$ cat config.mk
export PLATFORM = sky130hd
export DESIGN_NAME = ssc_top
export DESIGN_NICKNAME = d
export VERILOG_FILES = /design/src/verilog/ssc_pkg.sv /design/src/verilog/ssc_fifo.sv /design/src/verilog/ssc_top.sv
export SDC_FILE = /design/constraint.sdc
export NUM_CORES = 1
export LEC_CHECK = 0
export BUFFER_PORTS_ARGS = -buffer_cell sky130_fd_sc_hd__buf_2
export CORE_ASPECT_RATIO = 0.7
export CORE_MARGIN = 2
export CORE_UTILIZATION = 35
export DETAILED_ROUTE_END_ITERATION = 8
export GPL_TIMING_DRIVEN = 0
export SKIP_CTS_REPAIR_TIMING = 1
export SYNTH_ARGS = -nofsm -noshare
export SYNTH_HDL_FRONTEND = slang
export SYNTH_SLANG_ARGS = --single-unit
$ cat constraint.sdc
create_clock -name core_clk_in -period 6.16 [get_ports core_clk_in]
set_input_delay 1.848 -clock core_clk_in [delete_from_list [all_inputs] [get_ports core_clk_in]]
set_output_delay 1.848 -clock core_clk_in [all_outputs]
set_load 0.01 [all_outputs]
$ cat src/verilog/ssc_pkg.sv
// Constants and carrier types for the serial stream channel control block.
// Assumes a single core clock and a synchronous, active-high reset.
package ssc_pkg;

  ////////////////////////////////////////////////////////////////////////////
  // Serial port framing.
  localparam int          ADDR_W     = 13;
  localparam int          INSTR_BITS = 16;
  localparam int          FRAME_BITS = 24;
  localparam logic [4:0]  INSTR_LAST = 5'h0F;
  localparam logic [4:0]  FRAME_LAST = 5'h17;
  localparam int          READ_BIT   = 15;

  ////////////////////////////////////////////////////////////////////////////
  // Register offsets.
  localparam logic [12:0] PAT1_LO_ADDR = 13'h0019;
  localparam logic [12:0] PAT1_HI_ADDR = 13'h001A;
  localparam logic [12:0] PAT2_LO_ADDR = 13'h001B;
  localparam logic [12:0] PAT2_HI_ADDR = 13'h001C;
  localparam logic [12:0] STREAM_ADDR  = 13'h0021;
  localparam logic [12:0] CHAN_ADDR    = 13'h0022;

  ////////////////////////////////////////////////////////////////////////////
  // Field positions and reset values.
  localparam int         LSB_FIRST_POS = 7;
  localparam int         LOW_RATE_POS  = 3;
  localparam int         RES_POS       = 0;
  localparam int         OUT_RST_POS   = 1;
  localparam int         PDWN_POS      = 0;
  localparam logic [7:0] PAT_RESET     = 8'h00;

  ////////////////////////////////////////////////////////////////////////////
  // Output word resolution.
  localparam int         WORD_W    = 14;
  localparam logic [2:0] RES_8     = 3'h1;
  localparam logic [2:0] RES_10    = 3'h2;
  localparam logic [2:0] RES_12    = 3'h3;
  localparam logic [2:0] RES_14    = 3'h4;
  localparam logic [3:0] BITS_8    = 4'h8;
  localparam logic [3:0] BITS_10   = 4'hA;
  localparam logic [3:0] BITS_12   = 4'hC;
  localparam logic [3:0] BITS_14   = 4'hE;
  localparam int         FIFO_DEPTH = 4;

  ////////////////////////////////////////////////////////////////////////////
  // Carriers.
  typedef struct packed {
    logic       lsb_first;
    logic       low_rate;
    logic [2:0] res;
  } ssc_stream_ctrl_t;

  typedef struct packed {
    logic out_reset;
    logic power_down;
  } ssc_chan_ctrl_t;

  localparam ssc_stream_ctrl_t STREAM_RESET = '{lsb_first: 1'b0, low_rate: 1'b0, res: 3'h0};
  localparam ssc_chan_ctrl_t   CHAN_RESET   = '{out_reset: 1'b0, power_down: 1'b0};

endpackage : ssc_pkg

$ cat src/verilog/ssc_fifo.sv
// Small synchronous FIFO with valid/ready on both sides.
// Assumes DEPTH is a power of two and one clock for both sides.
`timescale 1ns/1ps
module ssc_fifo #(
  parameter int WIDTH = 14,
  parameter int DEPTH = 4
) (
  // Clock and reset.
  input  wire logic             core_clk_in,
  input  wire logic             rst_in,
  // Filling side.
  input  wire logic [WIDTH-1:0] in_data_in,
  input  wire logic             in_valid_in,
  output logic                  in_ready_out,
  // Draining side.
  output logic [WIDTH-1:0]      out_data_out,
  output logic                  out_valid_out,
  input  wire logic             out_ready_in
);

  localparam int PW = $clog2(DEPTH);
  localparam int CW = $clog2(DEPTH + 1);

  logic [WIDTH-1:0] mem [DEPTH];
  logic [PW-1:0]    wr_ptr;
  logic [PW-1:0]    rd_ptr;
  logic [CW-1:0]    count;
  logic [CW-1:0]    next_count;
  logic             push;
  logic             pop;

  assign push          = in_valid_in && in_ready_out;
  assign pop           = out_valid_out && out_ready_in;
  assign out_valid_out = (count != '0);
  assign out_data_out  = mem[rd_ptr];

  always_comb begin
    next_count = count;
    if (push && !pop) begin
      next_count = count + 1'b1;
    end else if (pop && !push) begin
      next_count = count - 1'b1;
    end
  end

  always_ff @(posedge core_clk_in) begin
    if (rst_in) begin
      count        <= '0;
      in_ready_out <= 1'b1;
    end else begin
      count        <= next_count;
      in_ready_out <= (next_count != CW'(DEPTH));
    end
  end

  always_ff @(posedge core_clk_in) begin
    if (rst_in) begin
      wr_ptr <= '0;
      rd_ptr <= '0;
    end else begin
      if (push) begin
        wr_ptr <= wr_ptr + 1'b1;
      end
      if (pop) begin
        rd_ptr <= rd_ptr + 1'b1;
      end
    end
  end

  always_ff @(posedge core_clk_in) begin
    if (push) begin
      mem[wr_ptr] <= in_data_in;
    end
  end

endmodule : ssc_fifo

$ cat src/verilog/ssc_top.sv
// Serial port register bank and one channel's serialized output path.
// Assumes serial port pins and samples are synchronous to core_clk_in.
//
// What this block does
// - Holds a second 16-bit user pattern in a low and a high byte register, both zero at reset.
// - A global bit-order bit sends serial words LSB first when one and MSB first when zero.
// - A global low encode rate bit, zero at reset, enables the mode for rates under 10 MSPS.
// - A resolution field cuts words to 8, 10, 12 or 14 bits, and zero keeps the native word.
// - A channel output reset bit holds this channel's output in reset while one.
// - A channel power-down bit powers down only this channel section while one.
// - Holds a first 16-bit user pattern in a low and a high byte register, both zero at reset.
`timescale 1ns/1ps
module ssc_top (
  // Clock and reset.
  input  wire logic        core_clk_in,
  input  wire logic        rst_in,
  // Serial port.
  input  wire logic        spi_sclk_in,
  input  wire logic        spi_cs_n_in,
  input  wire logic        spi_sdio_in,
  output logic             spi_sdio_out,
  output logic             spi_sdio_oe_out,
  // Converter samples.
  input  wire logic [13:0] sample_in,
  input  wire logic        sample_valid_in,
  output logic             sample_ready_out,
  // Serialized output and channel state.
  output logic             serial_data_out,
  output logic             frame_out,
  output logic             low_rate_mode_out,
  output logic             power_down_out,
  output logic [15:0]      user_pattern_one_out,
  output logic [15:0]      user_pattern_two_out
);

  typedef enum logic [1:0] {SPI_IDLE, SPI_INSTR, SPI_DATA, SPI_DONE} ssc_spi_state_t;

  ssc_spi_state_t            spi_state;
  logic [4:0]                bit_cnt;
  logic [15:0]               shift;
  logic [15:0]               next_instr;
  logic [15:0]               instr;
  logic [7:0]                rd_shift;
  logic                      sclk_q;
  logic                      sclk_rise;
  logic                      sclk_fall;
  logic                      wr_en;
  logic [12:0]               wr_addr;
  logic [7:0]                wr_data;
  logic [7:0]                pat1_lo;
  logic [7:0]                pat1_hi;
  logic [7:0]                pat2_lo;
  logic [7:0]                pat2_hi;
  ssc_pkg::ssc_stream_ctrl_t stream_ctrl;
  ssc_pkg::ssc_chan_ctrl_t   chan_ctrl;
  logic [13:0]               fifo_data;
  logic                      fifo_valid;
  logic                      pop;
  logic                      busy;
  logic [3:0]                bits_left;
  logic [13:0]               ser_shift;
  logic [13:0]               next_word;
  logic                      enabled;

  ////////////////////////////////////////////////////////////////////////////
  // Decoding helpers.
  function automatic logic [3:0] res_bits(input logic [2:0] code);
    case (code)
      ssc_pkg::RES_8:  res_bits = ssc_pkg::BITS_8;
      ssc_pkg::RES_10: res_bits = ssc_pkg::BITS_10;
      ssc_pkg::RES_12: res_bits = ssc_pkg::BITS_12;
      ssc_pkg::RES_14: res_bits = ssc_pkg::BITS_14;
      default:         res_bits = ssc_pkg::BITS_14;
    endcase
  endfunction : res_bits

  // Places the first bit to send at the top of the word.
  function automatic logic [13:0] justify(input logic [13:0] w, input logic lsb,
                                          input logic [3:0] n);
    logic [13:0] r;
    logic [13:0] o;
    r = w >> (ssc_pkg::BITS_14 - n);
    o = w;
    if (lsb) begin
      for (int i = 0; i < ssc_pkg::WORD_W; i++) begin
        o[ssc_pkg::WORD_W-1-i] = r[i];
      end
    end
    justify = o;
  endfunction : justify

  function automatic logic [7:0] reg_read(input logic [12:0] addr);
    case (addr)
      ssc_pkg::PAT1_LO_ADDR: reg_read = pat1_lo;
      ssc_pkg::PAT1_HI_ADDR: reg_read = pat1_hi;
      ssc_pkg::PAT2_LO_ADDR: reg_read = pat2_lo;
      ssc_pkg::PAT2_HI_ADDR: reg_read = pat2_hi;
      ssc_pkg::STREAM_ADDR:  reg_read = {stream_ctrl.lsb_first, 3'h0,
                                         stream_ctrl.low_rate, stream_ctrl.res};
      ssc_pkg::CHAN_ADDR:    reg_read = {6'h00, chan_ctrl.out_reset,
                                         chan_ctrl.power_down};
      default:               reg_read = 8'h00;
    endcase
  endfunction : reg_read

  ////////////////////////////////////////////////////////////////////////////
  // Serial port: 16-bit instruction, then one data byte.
  assign sclk_rise  = spi_sclk_in && !sclk_q;
  assign sclk_fall  = !spi_sclk_in && sclk_q;
  assign next_instr = {shift[14:0], spi_sdio_in};
  assign wr_addr    = instr[ssc_pkg::ADDR_W-1:0];
  assign wr_data    = {shift[6:0], spi_sdio_in};
  assign wr_en      = !spi_cs_n_in && sclk_rise && (spi_state == SPI_DATA)
                      && (bit_cnt == ssc_pkg::FRAME_LAST) && !instr[ssc_pkg::READ_BIT];

  always_ff @(posedge core_clk_in) begin
    if (rst_in) begin
      sclk_q <= 1'b0;
    end else begin
      sclk_q <= spi_sclk_in;
    end
  end

  always_ff @(posedge core_clk_in) begin
    if (rst_in || spi_cs_n_in) begin
      spi_state <= SPI_IDLE;
      bit_cnt   <= 5'h00;
      shift     <= 16'h0000;
      instr     <= 16'h0000;
    end else if (sclk_rise) begin
      case (spi_state)
        SPI_IDLE, SPI_INSTR: begin
          shift   <= next_instr;
          bit_cnt <= bit_cnt + 5'h01;
          spi_state <= SPI_INSTR;
          if (bit_cnt == ssc_pkg::INSTR_LAST) begin
            instr     <= next_instr;
            spi_state <= SPI_DATA;
          end
        end
        SPI_DATA: begin
          shift   <= next_instr;
          bit_cnt <= bit_cnt + 5'h01;
          if (bit_cnt == ssc_pkg::FRAME_LAST) begin
            spi_state <= SPI_DONE;
          end
        end
        SPI_DONE: begin
          spi_state <= SPI_DONE;
        end
        default: begin
          spi_state <= SPI_IDLE;
        end
      endcase
    end
  end

  // Read data changes on falling edges so the host samples it on rising ones.
  always_ff @(posedge core_clk_in) begin
    if (rst_in || spi_cs_n_in) begin
      rd_shift        <= 8'h00;
      spi_sdio_out    <= 1'b0;
      spi_sdio_oe_out <= 1'b0;
    end else if (sclk_rise && (spi_state != SPI_DATA) && (spi_state != SPI_DONE)
                 && (bit_cnt == ssc_pkg::INSTR_LAST)) begin
      rd_shift <= reg_read(next_instr[ssc_pkg::ADDR_W-1:0]);
    end else if (sclk_fall && (spi_state == SPI_DATA) && instr[ssc_pkg::READ_BIT]) begin
      spi_sdio_out    <= rd_shift[7];
      spi_sdio_oe_out <= 1'b1;
      rd_shift        <= {rd_shift[6:0], 1'b0};
    end else if (sclk_fall && (spi_state == SPI_DONE)) begin
      spi_sdio_out    <= 1'b0;
      spi_sdio_oe_out <= 1'b0;
    end
  end

  ////////////////////////////////////////////////////////////////////////////
  // Register bank.
  always_ff @(posedge core_clk_in) begin
    if (rst_in) begin
      pat1_lo <= ssc_pkg::PAT_RESET;
      pat1_hi <= ssc_pkg::PAT_RESET;
      pat2_lo <= ssc_pkg::PAT_RESET;
      pat2_hi <= ssc_pkg::PAT_RESET;
    end else if (wr_en) begin
      case (wr_addr)
        ssc_pkg::PAT1_LO_ADDR: pat1_lo <= wr_data;
        ssc_pkg::PAT1_HI_ADDR: pat1_hi <= wr_data;
        ssc_pkg::PAT2_LO_ADDR: pat2_lo <= wr_data;
        ssc_pkg::PAT2_HI_ADDR: pat2_hi <= wr_data;
        default: begin
        end
      endcase
    end
  end

  always_ff @(posedge core_clk_in) begin
    if (rst_in) begin
      stream_ctrl <= ssc_pkg::STREAM_RESET;
      chan_ctrl   <= ssc_pkg::CHAN_RESET;
    end else if (wr_en && (wr_addr == ssc_pkg::STREAM_ADDR)) begin
      stream_ctrl.lsb_first <= wr_data[ssc_pkg::LSB_FIRST_POS];
      stream_ctrl.low_rate  <= wr_data[ssc_pkg::LOW_RATE_POS];
      stream_ctrl.res       <= wr_data[ssc_pkg::RES_POS +: 3];
    end else if (wr_en && (wr_addr == ssc_pkg::CHAN_ADDR)) begin
      chan_ctrl.out_reset  <= wr_data[ssc_pkg::OUT_RST_POS];
      chan_ctrl.power_down <= wr_data[ssc_pkg::PDWN_POS];
    end
  end

  assign user_pattern_one_out = {pat1_hi, pat1_lo};
  assign user_pattern_two_out = {pat2_hi, pat2_lo};
  assign low_rate_mode_out    = stream_ctrl.low_rate;
  assign power_down_out       = chan_ctrl.power_down;

  ////////////////////////////////////////////////////////////////////////////
  // Sample buffer and serializer.
  ssc_fifo #(
    .WIDTH (ssc_pkg::WORD_W),
    .DEPTH (ssc_pkg::FIFO_DEPTH)
  ) u_fifo (
    .core_clk_in   (core_clk_in),
    .rst_in        (rst_in),
    .in_data_in    (sample_in),
    .in_valid_in   (sample_valid_in),
    .in_ready_out  (sample_ready_out),
    .out_data_out  (fifo_data),
    .out_valid_out (fifo_valid),
    .out_ready_in  (pop)
  );

  // A powered-down channel stops draining, so back-pressure reaches the source.
  assign enabled   = !chan_ctrl.out_reset && !chan_ctrl.power_down;
  assign pop       = enabled && fifo_valid && (!busy || (bits_left == 4'h0));
  assign next_word = justify(fifo_data, stream_ctrl.lsb_first, res_bits(stream_ctrl.res));

  always_ff @(posedge core_clk_in) begin
    if (rst_in || !enabled) begin
      busy            <= 1'b0;
      bits_left       <= 4'h0;
      ser_shift       <= 14'h0000;
      serial_data_out <= 1'b0;
      frame_out       <= 1'b0;
    end else if (pop) begin
      busy            <= 1'b1;
      bits_left       <= res_bits(stream_ctrl.res) - 4'h1;
      ser_shift       <= {next_word[12:0], 1'b0};
      serial_data_out <= next_word[13];
      frame_out       <= 1'b1;
    end else if (busy && (bits_left != 4'h0)) begin
      bits_left       <= bits_left - 4'h1;
      ser_shift       <= {ser_shift[12:0], 1'b0};
      serial_data_out <= ser_shift[13];
      frame_out       <= 1'b0;
    end else begin
      busy            <= 1'b0;
      serial_data_out <= 1'b0;
      frame_out       <= 1'b0;
    end
  end

  ////////////////////////////////////////////////////////////////////////////
  // Checks.
  pat_two_reset_a: assert property (@(posedge core_clk_in)
    rst_in |=> (user_pattern_two_out == 16'h0000))
    else $error("second pattern not cleared by reset");

  pat_one_reset_a: assert property (@(posedge core_clk_in)
    rst_in |=> (user_pattern_one_out == 16'h0000))
    else $error("first pattern not cleared by reset");

  msb_first_a: assert property (@(posedge core_clk_in) disable iff (rst_in)
    (pop && !stream_ctrl.lsb_first) |=> (serial_data_out == $past(fifo_data[13])))
    else $error("msb-first word did not start with bit 13");

  lsb_first_a: assert property (@(posedge core_clk_in) disable iff (rst_in)
    (pop && stream_ctrl.lsb_first && (stream_ctrl.res == ssc_pkg::RES_8))
    |=> (serial_data_out == $past(fifo_data[6])))
    else $error("lsb-first 8-bit word did not start with bit 6");

  low_rate_wr_a: assert property (@(posedge core_clk_in) disable iff (rst_in)
    (wr_en && (wr_addr == ssc_pkg::STREAM_ADDR)) |=> (low_rate_mode_out == $past(wr_data[3])))
    else $error("low encode rate bit not taken from write");

  res_len_a: assert property (@(posedge core_clk_in) disable iff (rst_in)
    (pop && (stream_ctrl.res == ssc_pkg::RES_10))
    |=> (bits_left == (ssc_pkg::BITS_10 - 4'h1)) && busy)
    else $error("10-bit word length wrong");

  chan_reset_a: assert property (@(posedge core_clk_in) disable iff (rst_in)
    chan_ctrl.out_reset |=> (!serial_data_out && !frame_out && !busy))
    else $error("output not held in reset");

  pdwn_hold_a: assert property (@(posedge core_clk_in) disable iff (rst_in)
    chan_ctrl.power_down |-> (!pop ##1 (!serial_data_out && !frame_out)))
    else $error("powered-down channel still active");

  // Watches the byte actually loaded for a read, not the decode on its own.
  undef_bits_a: assert property (@(posedge core_clk_in) disable iff (rst_in)
    (sclk_rise && !spi_cs_n_in && (spi_state == SPI_INSTR)
     && (bit_cnt == ssc_pkg::INSTR_LAST)
     && (next_instr[ssc_pkg::ADDR_W-1:0] == ssc_pkg::CHAN_ADDR))
    |=> (rd_shift[7:2] == 6'h00))
    else $error("undefined channel bits read nonzero");

  read_cov_c: cover property (@(posedge core_clk_in)
    spi_sdio_oe_out && instr[ssc_pkg::READ_BIT]);
  lsb_frame_c: cover property (@(posedge core_clk_in)
    pop && stream_ctrl.lsb_first);
  fifo_full_c: cover property (@(posedge core_clk_in)
    !sample_ready_out && chan_ctrl.out_reset);
  pdwn_wait_c: cover property (@(posedge core_clk_in)
    fifo_valid && chan_ctrl.power_down);

endmodule : ssc_top
==> results.sh, run 1 <==
export IMPL_netSwitchingFraction_pct=34.1
export IMPL_cts_buffers=17
export IMPL_p_int_w=0.00218
export IMPL_seq_area_um2=4000
export IMPL_hold_class="reg -> reg"
export IMPL_grt_max_degree=22
export IMPL_cp_end_kind="flip-flop"
export IMPL_clockRootBuffer="clkbuf_16"
export IMPL_placed_area_um2=8440
export IMPL_r2r_start="bits_left[0]"
export IMPL_grt_usage_pct=18.7
export IMPL_num_vias=6153
export IMPL_status="finished clean"
export IMPL_cts_tree="built"
export IMPL_syn_to_final_growth_pct=16.3
export IMPL_ctsLongestPathBuffers=2
export IMPL_critPathArrivalTime_ns=3.54
export IMPL_cp_startpoint="spi_cs_n_in"
export IMPL_critPathLaunchType="primary input"
export IMPL_most_common_layout_cells="dfxtp_1 (116), nand2_1 (95), nor2_1 (82)"
export IMPL_ys_warn_count=0
export IMPL_vias_per_cell=5.45
export IMPL_clockPowerShare_pct=34.7
export IMPL_synth_nets=790
export IMPL_antenna_found_initial=0
export IMPL_cts_sinks=172
export IMPL_netlist_instances=760
export IMPL_rows=45
export IMPL_crit_type="in -> reg"
export IMPL_drive_above_1_share_pct=17.6
export IMPL_holdPathStages=2
export IMPL_fp_dieArea_um2=23500
export IMPL_worstPathRequired_ns=6.49
export IMPL_avgSynthCellArea_um2=10.3
export IMPL_max_cap_viol_count=0
export IMPL_power_leakage_nw=3.31
export IMPL_ys_ff_latch=172
export IMPL_multi_input_comb_area_um2=3560
export IMPL_die_w_um=183
export IMPL_boundaryPins=59
export IMPL_core_area_um2=21800
export IMPL_nets=865
export IMPL_hp_start="shift[12]"
export IMPL_drt_iter0_markers=592
export IMPL_finalSetupTns_ns=0
export IMPL_overflow=0
export IMPL_tightest_slew_ns=0.821
export IMPL_max_vdd_ir_drop_v=0.000208
export IMPL_ant_nets=0
export IMPL_syn_area_um2=7810
export IMPL_drc=0
export IMPL_start_util_pct=35.8
export IMPL_fp_dieH_um=129
export IMPL_r2r_cells=8
export IMPL_grt_pass1_vias=5727
export IMPL_synth_cell_types=69
export IMPL_p_per_area_nw_per_um2=364
export IMPL_grt_first_pass_wirelength_um=33400
export IMPL_synth_edff_count=56
export IMPL_final_cells=1130
export IMPL_drt_pass1_iter_count=5
export IMPL_max_freq_mhz=312
export IMPL_dp_cells=1098
export IMPL_drt_total_wl_um=21200
export IMPL_fin_crit_sh_pct=52.1
export IMPL_synth_ff_type="dfxtp_1"
export IMPL_cts_htree_levels=4
export IMPL_maxSlewHeadroom_pct=45.2
export IMPL_final_area_um2=9080
export IMPL_power_switching_w=0.00113
export IMPL_setup_viol=0
export IMPL_cp_max_fo=8
export IMPL_hpwlAfterDp_um=15100
export IMPL_ys_seq_area_share_pct=51.3
export IMPL_place_congestion=0.932
export IMPL_clock_skew_ns=0.0146
export IMPL_clk_pin_slew_worst_paths_ns=0.08
export IMPL_worst_skew_pair_late_latency_ns=0.45
export IMPL_power_share_combinational_pct=24.0
export IMPL_maxSlewViolCount=0
export IMPL_nFillCells=2073
export IMPL_grt_setup_unrepaired="false"
export IMPL_min_period_ns=3.21
export IMPL_hold_viol=0
export IMPL_n_antenna_cell=0
export IMPL_power_share_sequential_pct=41.3
export IMPL_async_flop_share_pct=0
export IMPL_portBuffers=56
export IMPL_final_common_cell="dfxtp_1"
export IMPL_regToRegSetupSlack_ns=3.61
export IMPL_drt_wirelength_per_cell_um=18.7
-- critical path, cell delays in order --
cell and delay, ns:
buf_2 0.12, nor2b_1 0.22, nand4b_2 0.34, nor3_4 0.69
mux2i_1 0.27, nor2_1 0.05
-- sequential cells by signal, summed over array words and instances (netlist names), 2 cells and up, named ones only --
name           flops
u_fifo.wr_ptr      2
spi_state          2
bits_left          4
pat1_lo            8
stream_ctrl        4
u_fifo.count       3
pat2_hi            8
bit_cnt            5
u_fifo.rd_ptr      2
pat2_lo            8
shift             15
ser_shift         13
instr             14
u_fifo.mem        56
pat1_hi            8
rd_shift           8
-- metal layers --
metal | routed length, µm | vias to the layer above | GRT usage (%)
met5 | 0 | - | 0
met4 | 146 | 0 | 3.75
met3 | 1670 | 18 | 5.43
met2 | 8090 | 220 | 23.8
met1 | 11200 | 2977 | 30.3
li1 | - | 2938 | -
-- cells in the mapped netlist, types with 4 or more instances --
master | n | share of area (%)
mux4_2 | 11 | 3.2
a22o_1 | 9 | 1.0
nand2_1 | 95 | 4.6
nor2b_1 | 12 | 0.96
mux2i_1 | 47 | 6.0
o21ai_0 | 21 | 1.3
or3_1 | 6 | 0.48
xnor2_1 | 6 | 0.67
clkbuf_1 | 36 | 1.7
ha_1 | 10 | 1.6
buf_2 | 9 | 0.58
nand3_1 | 15 | 0.96
and3_1 | 13 | 1.0
nor4_1 | 8 | 0.64
a22oi_1 | 7 | 0.67
nor3_4 | 5 | 1.0
edfxtp_1 | 56 | 22
a31oi_1 | 7 | 0.56
nor2_1 | 82 | 3.9
and2_1 | 4 | 0.32
o211ai_1 | 7 | 0.67
inv_1 | 9 | 0.43
a221oi_1 | 4 | 0.45
a21oi_1 | 51 | 3.3
a211oi_1 | 8 | 0.77
o22ai_1 | 4 | 0.32
nand2b_1 | 5 | 0.40
nor3_1 | 15 | 0.96
mux2_2 | 16 | 2.3
dfxtp_1 | 116 | 30
-- stage by stage --
step | hold slack, ns | power (W) | setup slack [ns] | util (%)
detailed placement | 0.449 | 0.00217 | 2.50 | 38.7
global placement | 0.441 | 0.00217 | 2.50 | 38.7
floorplan | 0.429 | 0.00195 | 2.93 | -
global route | 0.482 | 0.00347 | 2.84 | 41.7
finish | 0.459 | 0.00331 | 2.95 | 41.7
CTS | 0.460 | 0.00332 | 2.97 | 41.7
-- logic make-up after synthesis --
kind of cell / count (synthesis) / share of synthesized area (%)
AND/OR/NAND/NOR: 289 / 18.8
flip-flops: 172 / 51.3
adder cells (fa/ha/maj): 10 / 1.60
XOR/XNOR: 9 / 1.01
AO/OA/AOI/OAI: 147 / 12.7
buffers and inverters: 59 / 3.08
multiplexers: 74 / 11.5
-- path summary, 6_finish.rpt --
check / end
worst max-delay path: pat1_hi[1]
worst min-delay path: shift[13]
worst max register to register: bits_left[2]
worst min register to register: shift[13]
-- final cells by class --
type	count	area share [%]
repair buffers	56	3.09
clock inverters	14	2.09
clock buffers	18	4.96
multi-input cells	529	39.2
flip-flops and latches	172	44.1
well taps	282	3.89
inverters	10	0.413
plain buffers	49	2.23
-- power by group through the flow --
stage	clock (W)	sequential, W	combinational, W
CTS	0.00117	0.00137	0.000785
global placement	0	0.00139	0.000779
floorplan	0	0.00137	0.000574
finish	0.00115	0.00137	0.000795
detailed placement	0	0.00139	0.000781
global route	0.00122	0.00138	0.000874
No activity file was read; power rests on OpenSTA's default activity.
==> inputs of run 2 (changes only) <==
Settings changed: ABC_AREA set to 1.
Clock period 6.16 ns to 3.15 ns, I/O delays scaled along.
==> results.sh, run 2 <==
export IMPL_critPathArrivalTime_ns=2.83
export IMPL_ctsLongestPathBuffers=2
export IMPL_nets=1178
export IMPL_p_int_w=0.00408
export IMPL_die_w_um=184
export IMPL_drt_pass1_iter_count=6
export IMPL_reg_top3="u_fifo.mem (56), shift (15), instr (14)"
export IMPL_avgSynthCellArea_um2=7.39
export IMPL_maxSlewHeadroom_pct=11.6
export IMPL_cp_max_fo=10
export IMPL_fp_dieH_um=130
export IMPL_drive_above_1_share_pct=8.87
export IMPL_grt_usage_pct=18.8
export IMPL_num_vias=7046
export IMPL_ant_nets=0
export IMPL_vias_per_cell=4.86
export IMPL_final_common_cell="nand2_1"
export IMPL_synth_commonest_cells="nand2_1 (243), inv_1 (171), nor2_1 (125), o21ai_0 (123), dfxtp_1 (116)"
export IMPL_max_cap_viol_count=0
export IMPL_hold_class="reg -> reg"
export IMPL_cts_buffers=17
export IMPL_maxSlewViolCount=0
export IMPL_status="finished clean"
export IMPL_crit_type="in -> reg"
export IMPL_critPathLaunchType="primary input"
export IMPL_grt_first_pass_wirelength_um=34300
export IMPL_synth_nets=1101
export IMPL_yosysTopAreaCellShare_pct=29.3
export IMPL_async_flop_share_pct=0
export IMPL_drt_total_wl_um=22000
export IMPL_clockPowerShare_pct=34.0
export IMPL_ys_ff_latch=172
export IMPL_top_register="u_fifo.mem"
export IMPL_synth_top_cells_by_area="dfxtp_1 (29%), edfxtp_1 (21%), nand2_1 (12%), inv_1 (8.1%), o21ai_0 (7.8%)"
export IMPL_clock_skew_ns=0.0176
export IMPL_portBuffers=58
export IMPL_r2r_cells=10
export IMPL_grt_pass1_vias=6100
export IMPL_overflow=0
export IMPL_grt_max_degree=22
export IMPL_antenna_found_initial=0
export IMPL_cp_end_kind="flip-flop"
export IMPL_n_antenna_cell=0
export IMPL_tightest_slew_ns=1.32
export IMPL_ys_seq_area_share_pct=50.6
export IMPL_setup_viol=0
export IMPL_hold_ws_ns=0.466
export IMPL_hold_viol=0
export IMPL_grt_setup_unrepaired="false"
export IMPL_most_common_layout_cells="nand2_1 (243), inv_1 (171), o21ai_0 (123)"
export IMPL_power_leakage_nw=3.95
export IMPL_largest_reg_flops=56
export IMPL_hpwlAfterDp_um=16000
export IMPL_p_per_area_nw_per_um2=697
export IMPL_max_vdd_ir_drop_v=0.000396
export IMPL_cts_sinks=172
export IMPL_holdPathStages=2
export IMPL_power_share_sequential_pct=40.7
export IMPL_min_period_ns=2.49
export IMPL_finalSetupTns_ns=0
export IMPL_power_switching_w=0.00233
export IMPL_cts_tree="built"
export IMPL_drc=0
export IMPL_drt_iter0_markers=691
export IMPL_synth_ff_type="dfxtp_1"
export IMPL_rows=46
export IMPL_max_freq_mhz=401
export IMPL_clk_pin_slew_worst_paths_ns=0.07
export IMPL_worst_skew_pair_late_latency_ns=0.45
export IMPL_worstPathRequired_ns=3.48
export IMPL_cts_htree_levels=4
export IMPL_place_congestion=0.957
export IMPL_synth_cell_types=26
export IMPL_drt_wirelength_per_cell_um=15.2
export IMPL_fin_crit_sh_pct=79.2
export IMPL_synth_edff_count=56
export IMPL_netSwitchingFraction_pct=36.4
export IMPL_clockRootBuffer="clkbuf_16"
export IMPL_ys_warn_count=0
export IMPL_fp_dieArea_um2=23900
export IMPL_synth_top_area_cell="dfxtp_1"
export IMPL_boundaryPins=59
export IMPL_syn_area_um2=7920
export IMPL_syn_to_final_growth_pct=16.1
export IMPL_power_share_combinational_pct=25.3
export IMPL_netlist_instances=1071
export IMPL_start_util_pct=35.3
export IMPL_core_area_um2=22400
export IMPL_synthMostInstantiatedCell="nand2_1"
-- run 2: changes by cell type after synthesis, moves of 8 or more --
cell | before | now
mux4_2 | 11 | 0
inv_1 | 9 | 171
mux2_2 | 16 | 0
mux2i_1 | 47 | 0
o21ai_0 | 21 | 123
and3_1 | 13 | 0
a22o_1 | 9 | 0
a211oi_1 | 8 | 0
nand2_1 | 95 | 243
nor2_1 | 82 | 125
nand3_1 | 15 | 87
nor2b_1 | 12 | 0
-- run 2: critical path, stage by stage --
cell	delay, ns
buf_2	0.07
inv_1	0.06
nor2_1	0.24
nand2_1	0.15
nor4_4	0.38
nand3_1	0.41
buf_2	0.32
o21ai_0	0.18
nor2_1	0.05
-- run 2: final cells by class --
class	count	area (µm²)
Multi-Input combinational cell	684	3110
Inverter	172	646
Sequential cell	172	4000
Clock inverter	15	194
Clock buffer	17	425
Timing Repair Buffer	58	290
Buffer	43	170
Fill cell	2323	13300
Tap cell	288	360
-- run 2: layer usage --
layer | global-route usage (%) | part of all wire [%] | up-vias
li1 | - | - | 3581
met1 | 29.6 | 53 | 3226
met2 | 25.1 | 38 | 223
met3 | 5.02 | 8.0 | 16
met4 | 4.19 | 0.85 | 0
met5 | 0 | 0 | -
-- run 2: through the flow --
stage / cells / cell area, µm² / worst slack, ns / power, W / util (%)
after floorplan: 1071 / 7920 / 0.844 / 0.00374 / -
after global placement: 1417 / 8570 / 0.288 / 0.00423 / 38.2
after detailed placement: 1417 / 8570 / 0.210 / 0.00424 / 38.2
after CTS: 1449 / 9190 / 0.664 / 0.00643 / 40.9
after global routing: 1449 / 9200 / 0.376 / 0.00678 / 41.0
final: 1449 / 9200 / 0.656 / 0.00641 / 41.0
-- run 2: kinds of logic after synthesis --
logic type | Yosys count | share of synthesized area [%]
AO/OA/AOI/OAI | 195 | 12.7
AND/OR/NAND/NOR | 479 | 24.9
buffers and inverters | 215 | 10.3
adder cells (fa/ha/maj) | 10 | 1.58
flip-flops | 172 | 50.6
-- run 2: power groups by stage --
stage | Combinational [W] | Clock [W] | Sequential, W
4_1_cts | 0.00159 | 0.00222 | 0.00261
5_1_grt | 0.00184 | 0.00231 | 0.00263
3_5_place_dp | 0.00158 | 0 | 0.00266
3_3_place_gp | 0.00157 | 0 | 0.00266
6_report | 0.00162 | 0.00218 | 0.00261
2_1_floorplan | 0.00110 | 0 | 0.00264
-- run 2: final timing paths --
path	from	endpoint	slack, ns
max	spi_sclk_in	pat2_hi[5]	0.66
min	u_fifo.rd_ptr[1]	u_fifo.rd_ptr[1]	0.47
max reg2reg	bit_cnt[0]	rd_shift[0]	0.68
min reg2reg	u_fifo.rd_ptr[1]	u_fifo.rd_ptr[1]	0.47
